### config.mk
export PLATFORM = sky130hd
export DESIGN_NAME = mcct_top
export DESIGN_NICKNAME = d
export VERILOG_FILES = /design/src/design/mcct_pkg.sv /design/src/design/mcct_edge.sv /design/src/design/mcct_top.sv
export SDC_FILE = /design/constraint.sdc
export NUM_CORES = 1
export LEC_CHECK = 0
export ABC_AREA = 1
export CAP_MARGIN = 10
export CORE_ASPECT_RATIO = 1.75
export CORE_MARGIN = 5
export CORE_UTILIZATION = 65
export CTS_CLUSTER_SIZE = 14
export DETAILED_ROUTE_END_ITERATION = 8
export DONT_BUFFER_PORTS = 1
export PLACE_DENSITY = 0.81
export SLEW_MARGIN = 10
export SYNTH_ARGS = -nofsm -noshare
export SYNTH_HDL_FRONTEND = slang
export SYNTH_SLANG_ARGS = --single-unit
export TNS_END_PERCENT = 10
### constraint.sdc
create_clock -name sys_clk -period 8.8 [get_ports sys_clk]
set_input_delay 0.44 -clock sys_clk [delete_from_list [all_inputs] [get_ports sys_clk]]
set_output_delay 0.44 -clock sys_clk [all_outputs]
set_load 0.01 [all_outputs]
### src/design/mcct_pkg.sv
// Package: constants and types for the match/capture counter-timer
package mcct_pkg;
  localparam int unsigned WIDE_BITS   = 32;
  localparam int unsigned NARROW_BITS = 16;
  localparam int unsigned NUM_MATCH   = 4;
  localparam int unsigned CLK_HZ      = 40000000;
  // Field positions of the per-match 3-bit control field
  localparam int unsigned MCTL_IRQ_BIT   = 0;
  localparam int unsigned MCTL_RESET_BIT = 1;
  localparam int unsigned MCTL_STOP_BIT  = 2;
  localparam int unsigned MCTL_W         = 3;
  // External match output actions
  typedef enum logic [1:0] {
    MCCT_EXT_NONE   = 2'h0,
    MCCT_EXT_LOW    = 2'h1,
    MCCT_EXT_HIGH   = 2'h2,
    MCCT_EXT_TOGGLE = 2'h3
  } mcct_ext_e;
  // Edge selection bits (capture, count and clear edges) and edge detector reset level
  localparam int unsigned CAP_RISE_BIT = 0;
  localparam int unsigned CAP_FALL_BIT = 1;
  localparam logic        RESET_LEVEL  = 1'h0;
endpackage

### src/design/mcct_edge.sv
// Edge detector for capture and count inputs
`timescale 1ns/1ps
`default_nettype none
module mcct_edge (
  input  wire logic sys_clk,
  input  wire logic rst_n,
  input  wire logic sig_in,
  output logic      rise,
  output logic      fall,
  output logic      level
);
  logic prev_q;
  logic prev_d;

  always_comb begin
    prev_d = sig_in;
  end

  always_ff @(posedge sys_clk or negedge rst_n) begin
    if (!rst_n) begin
      prev_q <= mcct_pkg::RESET_LEVEL;
    end else begin
      prev_q <= prev_d;
    end
  end

  assign rise  = sig_in & ~prev_q;
  assign fall  = ~sig_in & prev_q;
  assign level = prev_q;
endmodule
`default_nettype wire

### src/design/mcct_top.sv
// Match/capture counter-timer, 32 or 16 bits wide
`timescale 1ns/1ps
`default_nettype none
module mcct_top #(
  parameter int unsigned WIDTH = mcct_pkg::WIDE_BITS
) (
  input  wire logic                         sys_clk,
  input  wire logic                         rst_n,
  input  wire logic                         enable,
  input  wire logic                         sw_reset,
  input  wire logic                         counter_mode,
  input  wire logic [1:0]                   count_edge_sel,
  input  wire logic                         count_in,
  input  wire logic [WIDTH-1:0]             prescale,
  input  wire logic [4*WIDTH-1:0]           match_val,
  input  wire logic [4*mcct_pkg::MCTL_W-1:0] match_ctl,
  input  wire logic [7:0]                   ext_action,
  input  wire logic [3:0]                   pwm_en,
  input  wire logic                         cap_in,
  input  wire logic [1:0]                   cap_edge_sel,
  input  wire logic                         cap_irq_en,
  input  wire logic [1:0]                   cap_clear_sel,
  input  wire logic [3:0]                   irq_clear,
  input  wire logic                         cap_irq_clear,
  output logic      [WIDTH-1:0]             count_q,
  output logic      [WIDTH-1:0]             prescale_count_q,
  output logic      [WIDTH-1:0]             capture_q,
  output logic                              running_q,
  output logic      [3:0]                   match_out_q,
  output logic      [3:0]                   match_irq_q,
  output logic                              cap_irq_q,
  output logic      [3:0]                   adc_match_trig_q,
  output logic                              adc_cap_trig_q
);
  if (WIDTH != mcct_pkg::WIDE_BITS && WIDTH != mcct_pkg::NARROW_BITS) begin : g_bad_width
    $error("WIDTH must be 32 or 16");
  end

  logic cap_rise;
  logic cap_fall;
  logic cap_lvl;
  logic cnt_rise;
  logic cnt_fall;

  mcct_edge u_cap_edge (
    .sys_clk (sys_clk),
    .rst_n   (rst_n),
    .sig_in  (cap_in),
    .rise    (cap_rise),
    .fall    (cap_fall),
    .level   (cap_lvl)
  );

  mcct_edge u_cnt_edge (
    .sys_clk (sys_clk),
    .rst_n   (rst_n),
    .sig_in  (count_in),
    .rise    (cnt_rise),
    .fall    (cnt_fall),
    .level   ()
  );

  function automatic logic edge_hit(input logic [1:0] sel, input logic r, input logic f);
    edge_hit = (sel[mcct_pkg::CAP_RISE_BIT] & r) | (sel[mcct_pkg::CAP_FALL_BIT] & f);
  endfunction

  logic             tick;
  logic             cap_evt;
  logic             cap_clr;
  logic [3:0]       hit;
  logic [WIDTH-1:0] count_d;
  logic [WIDTH-1:0] prescale_count_d;
  logic [WIDTH-1:0] capture_d;
  logic             running_d;
  logic [3:0]       match_out_d;
  logic [3:0]       match_irq_d;
  logic             cap_irq_d;
  logic [3:0]       adc_match_trig_d;
  logic             adc_cap_trig_d;
  logic             any_reset;
  logic             any_stop;

  always_comb begin
    tick = 1'h0;
    prescale_count_d = prescale_count_q;
    cap_evt = edge_hit(cap_edge_sel, cap_rise, cap_fall);
    cap_clr = edge_hit(cap_clear_sel, cap_rise, cap_fall);
    if (running_q) begin
      if (counter_mode) begin
        tick = edge_hit(count_edge_sel, cnt_rise, cnt_fall);
      end else if (prescale_count_q >= prescale) begin
        prescale_count_d = '0;
        tick = 1'h1;
      end else begin
        prescale_count_d = prescale_count_q + WIDTH'(1);
      end
    end
    if (sw_reset || cap_clr) begin
      prescale_count_d = '0;
    end
  end

  // Matches compare continuously, acting only on a counter tick
  genvar gi;
  generate
    for (gi = 0; gi < 4; gi++) begin : g_match
      assign hit[gi] = tick && (count_q == match_val[gi*WIDTH +: WIDTH]);
    end
  endgenerate

  always_comb begin
    any_reset = 1'h0;
    any_stop = 1'h0;
    match_irq_d = match_irq_q & ~irq_clear;
    match_out_d = match_out_q;
    for (int i = 0; i < 4; i++) begin
      if (hit[i]) begin
        if (match_ctl[i*mcct_pkg::MCTL_W + mcct_pkg::MCTL_IRQ_BIT]) begin
          match_irq_d[i] = 1'h1;  // set wins over clear
        end
        any_reset = any_reset | match_ctl[i*mcct_pkg::MCTL_W + mcct_pkg::MCTL_RESET_BIT];
        any_stop = any_stop | match_ctl[i*mcct_pkg::MCTL_W + mcct_pkg::MCTL_STOP_BIT];
        unique case (mcct_pkg::mcct_ext_e'(ext_action[2*i +: 2]))
          mcct_pkg::MCCT_EXT_NONE:   match_out_d[i] = match_out_q[i];
          mcct_pkg::MCCT_EXT_LOW:    match_out_d[i] = 1'h0;
          mcct_pkg::MCCT_EXT_HIGH:   match_out_d[i] = 1'h1;
          mcct_pkg::MCCT_EXT_TOGGLE: match_out_d[i] = ~match_out_q[i];
        endcase
      end
      if (pwm_en[i]) begin
        // High once count reaches match, low after the period reset
        match_out_d[i] = (count_d >= match_val[i*WIDTH +: WIDTH]);
      end
    end
  end

  always_comb begin
    count_d = count_q;
    running_d = running_q | enable;
    if (!enable) begin
      running_d = 1'h0;
    end
    if (tick) begin
      if (any_reset) begin
        count_d = '0;
      end else begin
        count_d = count_q + WIDTH'(1);
      end
      if (any_stop) begin
        running_d = 1'h0;
      end
    end
    if (sw_reset || cap_clr) begin
      count_d = '0;
    end
    capture_d = cap_evt ? count_q : capture_q;
    cap_irq_d = (cap_irq_q & ~cap_irq_clear) | (cap_evt & cap_irq_en);
    // Match trigger lags its pin by one cycle, capture trigger lags cap_in by two; both are clean register copies
    adc_match_trig_d = match_out_q;
    adc_cap_trig_d = cap_lvl;
  end

  // Halt on match holds until software drops and re-raises enable
  logic stopped_q;
  logic stopped_d;
  always_comb begin
    stopped_d = stopped_q;
    if (!enable) begin
      stopped_d = 1'h0;
    end else if (tick && any_stop) begin
      stopped_d = 1'h1;
    end
  end

  always_ff @(posedge sys_clk or negedge rst_n) begin
    if (!rst_n) begin
      count_q <= '0;
      prescale_count_q <= '0;
      capture_q <= '0;
      running_q <= 1'h0;
      match_out_q <= 4'h0;
      match_irq_q <= 4'h0;
      cap_irq_q <= 1'h0;
      adc_match_trig_q <= 4'h0;
      adc_cap_trig_q <= 1'h0;
      stopped_q <= 1'h0;
    end else begin
      count_q <= count_d;
      prescale_count_q <= prescale_count_d;
      capture_q <= capture_d;
      running_q <= running_d & ~stopped_d;
      match_out_q <= match_out_d;
      match_irq_q <= match_irq_d;
      cap_irq_q <= cap_irq_d;
      adc_match_trig_q <= adc_match_trig_d;
      adc_cap_trig_q <= adc_cap_trig_d;
      stopped_q <= stopped_d;
    end
  end

  property p_presc_wrap;
    @(posedge sys_clk) disable iff (!rst_n)
      (running_q && !counter_mode && !sw_reset && !cap_clr && prescale_count_q >= prescale)
      |=> (prescale_count_q == '0);
  endproperty
  a_presc_wrap: assert property (p_presc_wrap) else $error("prescaler did not wrap");

  property p_tick_inc;
    @(posedge sys_clk) disable iff (!rst_n)
      (tick && !any_reset && !sw_reset && !cap_clr) |=> (count_q == $past(count_q) + WIDTH'(1));
  endproperty
  a_tick_inc: assert property (p_tick_inc) else $error("count did not advance");

  property p_match_reset;
    @(posedge sys_clk) disable iff (!rst_n)
      (tick && any_reset) |=> (count_q == '0);
  endproperty
  a_match_reset: assert property (p_match_reset) else $error("match reset failed");

  property p_match_stop;
    @(posedge sys_clk) disable iff (!rst_n)
      (tick && any_stop) |=> !running_q;
  endproperty
  a_match_stop: assert property (p_match_stop) else $error("match stop failed");

  property p_match_irq;
    @(posedge sys_clk) disable iff (!rst_n)
      (hit[0] && match_ctl[mcct_pkg::MCTL_IRQ_BIT]) |=> match_irq_q[0];
  endproperty
  a_match_irq: assert property (p_match_irq) else $error("match irq missing");

  property p_capture;
    @(posedge sys_clk) disable iff (!rst_n)
      cap_evt |=> (capture_q == $past(count_q));
  endproperty
  a_capture: assert property (p_capture) else $error("capture value wrong");

  property p_cap_irq;
    @(posedge sys_clk) disable iff (!rst_n)
      (cap_evt && cap_irq_en) |=> cap_irq_q;
  endproperty
  a_cap_irq: assert property (p_cap_irq) else $error("capture irq missing");

  property p_cap_clear;
    @(posedge sys_clk) disable iff (!rst_n)
      cap_clr |=> (count_q == '0 && prescale_count_q == '0);
  endproperty
  a_cap_clear: assert property (p_cap_clear) else $error("capture clear failed");

  property p_toggle;
    @(posedge sys_clk) disable iff (!rst_n)
      (hit[1] && !pwm_en[1] && ext_action[3:2] == 2'h3) |=> (match_out_q[1] != $past(match_out_q[1]));
  endproperty
  a_toggle: assert property (p_toggle) else $error("toggle failed");

  property p_adc_trig;
    @(posedge sys_clk) disable iff (!rst_n)
      ##1 (adc_match_trig_q == $past(match_out_q));
  endproperty
  a_adc_trig: assert property (p_adc_trig) else $error("adc trigger mismatch");

  c_match_reset: cover property (@(posedge sys_clk) disable iff (!rst_n) tick && any_reset);
  c_capture: cover property (@(posedge sys_clk) disable iff (!rst_n) cap_evt);
  c_stop: cover property (@(posedge sys_clk) disable iff (!rst_n) tick && any_stop);
  c_pwm: cover property (@(posedge sys_clk) disable iff (!rst_n) pwm_en[2] && $rose(match_out_q[2]));
  c_toggle: cover property (@(posedge sys_clk) disable iff (!rst_n) hit[0] && ext_action[1:0] == 2'h3);

  property p_cnt_tick;
    @(posedge sys_clk) disable iff (!rst_n)
      (running_q && counter_mode && !sw_reset && !cap_clr && !any_reset
        && edge_hit(count_edge_sel, cnt_rise, cnt_fall)) |=> (count_q == $past(count_q) + WIDTH'(1));
  endproperty
  a_cnt_tick: assert property (p_cnt_tick) else $error("event count did not advance");

  property p_pwm_level;
    @(posedge sys_clk) disable iff (!rst_n)
      pwm_en[2] |=> (match_out_q[2] == (count_q >= $past(match_val[2*WIDTH +: WIDTH])));
  endproperty
  a_pwm_level: assert property (p_pwm_level) else $error("pwm level wrong");

  property p_cap_trig;
    @(posedge sys_clk) disable iff (!rst_n)
      ##2 (adc_cap_trig_q == $past(cap_in, 2));
  endproperty
  a_cap_trig: assert property (p_cap_trig) else $error("capture trigger mismatch");

  property p_match_low;
    @(posedge sys_clk) disable iff (!rst_n)
      (hit[1] && !pwm_en[1] && ext_action[3:2] == 2'h1) |=> !match_out_q[1];
  endproperty
  a_match_low: assert property (p_match_low) else $error("set low failed");
endmodule
`default_nettype wire

==> flow_summary.toml <==
[timing]
finalCritPeriodShare_pct = 60.8
worst_slew_pin_slew_ns = 0.820
unrepaired_setup_endpoints_after_global_routing = "false"
timing.clock.skew_ns = 0.0110
setup_tns_ns = 0
max-slew-margin-rel_pct = 44.8
final-max-slew-violation-count = 0
final-hold-violation-count = 34
post-route-min-period_ns = 5.35
maxClockFrequency_ghz = 0.187
timing.hold.ws_ns = -0.0313
setup_viol = 0

[finish]
final_core_util_pct = 69.5
layout_common_cells = "266 x sky130_fd_sc_hd__inv_1, 265 x sky130_fd_sc_hd__nand2_1, 162 x sky130_fd_sc_hd__ha_1"
layout.cells.most_common = "sky130_fd_sc_hd__inv_1"
fillerInstances = 1541
syn2layout_area_growth_pct = 5.55
antennaDiodeCount = 0
drive_above_1_share_pct = 6.10
layout.nets = 1926

[pwr]
total_leakage_power_nw = 6.06
peakVddDrop_uv = 88.1
power-per-cell-area_nw_per_um2 = 121
design_power_total_w = 0.00147

[route]
post-route-drc-count = 0
wire_per_inst_um = 20.2
drt_wl_total_um = 36400
avgViaCountPerCell = 5.95
dr.first_iter.drc_count = 828
dr_total_vias = 10742
ant_nets = 0
drt_pre_antenna_iters = 5

[yosys]
synth-warning-count = 0
synth_seq_area_share_pct = 24.8
postSynthRegisterBits = 114
netlist.area_leader.share_pct = 24.8
yosys-top-cells-area = "sky130_fd_sc_hd__dfrtp_1 25%, sky130_fd_sc_hd__ha_1 18%, sky130_fd_sc_hd__inv_1 8.7%, sky130_fd_sc_hd__nand2_1 8.7%, sky130_fd_sc_hd__xnor2_1 7.8%"
synthesis.instances = 1587
synth_flop_cell = "sky130_fd_sc_hd__dfrtp_1"
postSynthAreaPerCell_sq_um = 7.24
cell_area_after_synthesis_sq_um = 11500
synth_async_sr_flop_share_pct = 100
synth_enable_flop_cells = 0
netlist.top_cell.by_area = "sky130_fd_sc_hd__dfrtp_1"
syn-num-nets = 1952
yosysUniqueCellTypes = 49

[critical_path]
timing.reg2reg.setup_slack_ns = 3.45
reg2regPathDepth = 22
critical_path_class = "reg -> reg"
worstPathArrival_ns = 5.68
crit_path_start_kind = "flop"
max_fo_critical_path = 29
worst_r2r_startpoint = "prescale_count_q[31]"
timing.critical_path.to_type = "flop"
worst_flop_to_flop_path_endpoint = "match_out_q[1]"
cp_data_required_time_ns = 9.13

[grt]
gr-usage-all-layers_pct = 34.7
grt_first_pass_wirelength_um = 56100
grt_start_max_net_pins = 115
grt_overflow_total = 0
antenna_violations_before_repair = 0
first_global_vias = 10930

[floorplanning]
coreArea_sq_um = 17500
placement_rows = 64
initial_core_util_pct = 65.8
chipHeight_um = 186
die_w_um = 111
boundaryPins = 314
fp.dieArea_sq_um = 20500

[clocking]
cts_max_path_buffers = 2
sinks_on_clock_net = 114
tritoncts.num_buffers = 17
clock_latency_at_the_later_pin_of_the_worst_skew_pair_ns = 0.42
postCtsResizedCells = 0
h-tree-depth = 4
cts_tree = "yes"
post-cts-setup-buffers = 0
cts.root.buffer_cell = "sky130_fd_sc_hd__clkbuf_16"
path_clk_slew_ns = 0.06

[place]
port-buffer-count = 0
finalWeightedCongestion = 1.00
dp_hpwl_um = 29200

[status]
violated_checks = "negative hold slack"
status = "finished with violations"

[hold_path]
min-delay-path-class = "in -> async"

[flow_run]
max-cap-violations = 0
[worst max path at each step]
stage | start | end | slack [ns] | cells past startpoint
floorplan | prescale_count_q[7] | match_out_q[3] | 5.49 | 29
global placement | prescale[31] | match_out_q[3] | 3.64 | 23
detailed placement | prescale[31] | match_out_q[3] | 3.55 | 23
CTS | prescale_count_q[7] | match_out_q[3] | 3.54 | 25
global route | prescale_count_q[3] | match_out_q[2] | 3.16 | 25
finish | prescale_count_q[31] | match_out_q[1] | 3.45 | 22
[kinds of logic (layout without fill, tap and decap cells)]
kind of cell / after synthesis / after routing / share of synthesized area, %
multiplexers: 7 / 7 / 0.686
XOR/XNOR: 133 / 133 / 10.1
adder cells (fa/ha/maj): 162 / 162 / 17.6
AO/OA/AOI/OAI: 204 / 204 / 9.56
buffers and inverters: 329 / 316 / 11.7
flip-flops: 114 / 114 / 24.8
AND/OR/NAND/NOR: 638 / 638 / 25.5
[report_power, final]
part | leakage [nW] | internal, W | total, W | switching, W
Combinational | 4.25 | 0.0000669 | 0.000173 | 0.000106
Sequential | 1.53 | 0.000549 | 0.000588 | 0.0000392
Clock | 0.284 | 0.000451 | 0.000711 | 0.000260
[sequential cells by signal (all words and copies together) (netlist names)]
name	count
capture_q	32
count_q	32
prescale_count_q	32
adc_match_trig_q	4
match_irq_q	4
match_out_q	4
adc_cap_trig_q	1
cap_irq_q	1
running_q	1
stopped_q	1
u_cap_edge.level	1
u_cnt_edge.level	1
[synthesized netlist by cell type (31+ instances only)]
master and number:
sky130_fd_sc_hd__a21oi_1 118, sky130_fd_sc_hd__inv_1 266, sky130_fd_sc_hd__xor2_1 31, sky130_fd_sc_hd__dfrtp_1 114, sky130_fd_sc_hd__nand3_1 52, sky130_fd_sc_hd__xnor2_1 102, sky130_fd_sc_hd__nand2_1 266, sky130_fd_sc_hd__nor2_1 151
sky130_fd_sc_hd__o21ai_0 52, sky130_fd_sc_hd__ha_1 162, sky130_fd_sc_hd__nand4_1 70, sky130_fd_sc_hd__nor3_1 41
[critical path: stages (launching register included)]
cell and delay, ns:
sky130_fd_sc_hd__dfrtp_1 0.44, sky130_fd_sc_hd__ha_1 0.34, sky130_fd_sc_hd__a21oi_1 0.22, sky130_fd_sc_hd__o21a_1 0.15
sky130_fd_sc_hd__nand2_1 0.05, sky130_fd_sc_hd__nor2_1 0.28, sky130_fd_sc_hd__nand3_2 0.35, sky130_fd_sc_hd__nand4_1 0.23
sky130_fd_sc_hd__nand2_1 0.07, sky130_fd_sc_hd__nor2_1 0.16, sky130_fd_sc_hd__nand2_2 0.41, sky130_fd_sc_hd__nor2_1 0.52
sky130_fd_sc_hd__ha_1 0.21, sky130_fd_sc_hd__nand2_1 0.06, sky130_fd_sc_hd__nor2_1 0.21, sky130_fd_sc_hd__nand2_1 0.10
sky130_fd_sc_hd__nor4_1 0.62, sky130_fd_sc_hd__nand4_1 0.32, sky130_fd_sc_hd__nand3_1 0.26, sky130_fd_sc_hd__nand2_1 0.07
sky130_fd_sc_hd__nand2_1 0.06, sky130_fd_sc_hd__nand2_1 0.04, sky130_fd_sc_hd__o21ai_0 0.07
[layout make-up]
type                       instances  area, sq um  share of cell area (%)
multi-input combinational       1144         7300                    60.2
clock inverter                    10          134                    1.10
sequential                       114         2850                    23.5
inverter                         281         1060                    8.73
tap                              231          289                    2.38
timing repair buffer               3         42.5                   0.351
clock buffer                      22          454                    3.74
[stage by stage]
| step | hold slack, ns | cell area, sq um | worst slack [ns] | cells |
|---|---|---|---|---|
| 5_1_grt | 0.0207 | 12100 | 3.16 | 1805 |
| 3_5_place_dp | 0.148 | 11500 | 3.55 | 1772 |
| 3_3_place_gp | 0.148 | 11500 | 3.64 | 1772 |
| 2_1_floorplan | 0.144 | 11500 | 5.49 | 1587 |
| 6_report | -0.0313 | 12100 | 3.45 | 1805 |
| 4_1_cts | 0.00450 | 12100 | 3.54 | 1805 |
[per-layer routing]
metal,GRT usage [%],vias to the layer above,wire length [um]
li1,-,5128,-
met1,34.3,4941,12100
met2,63.9,526,18900
met3,8.07,147,2750
met4,24.2,0,2650
met5,0,-,0
[repair_timing]
item                                    in CTS  in global routing
hold buffers                                 1                  0
endpoints found under the setup margin       0                  0
hold endpoints to repair                   114                  0
Note: power is estimated with default switching activity, not from simulation.
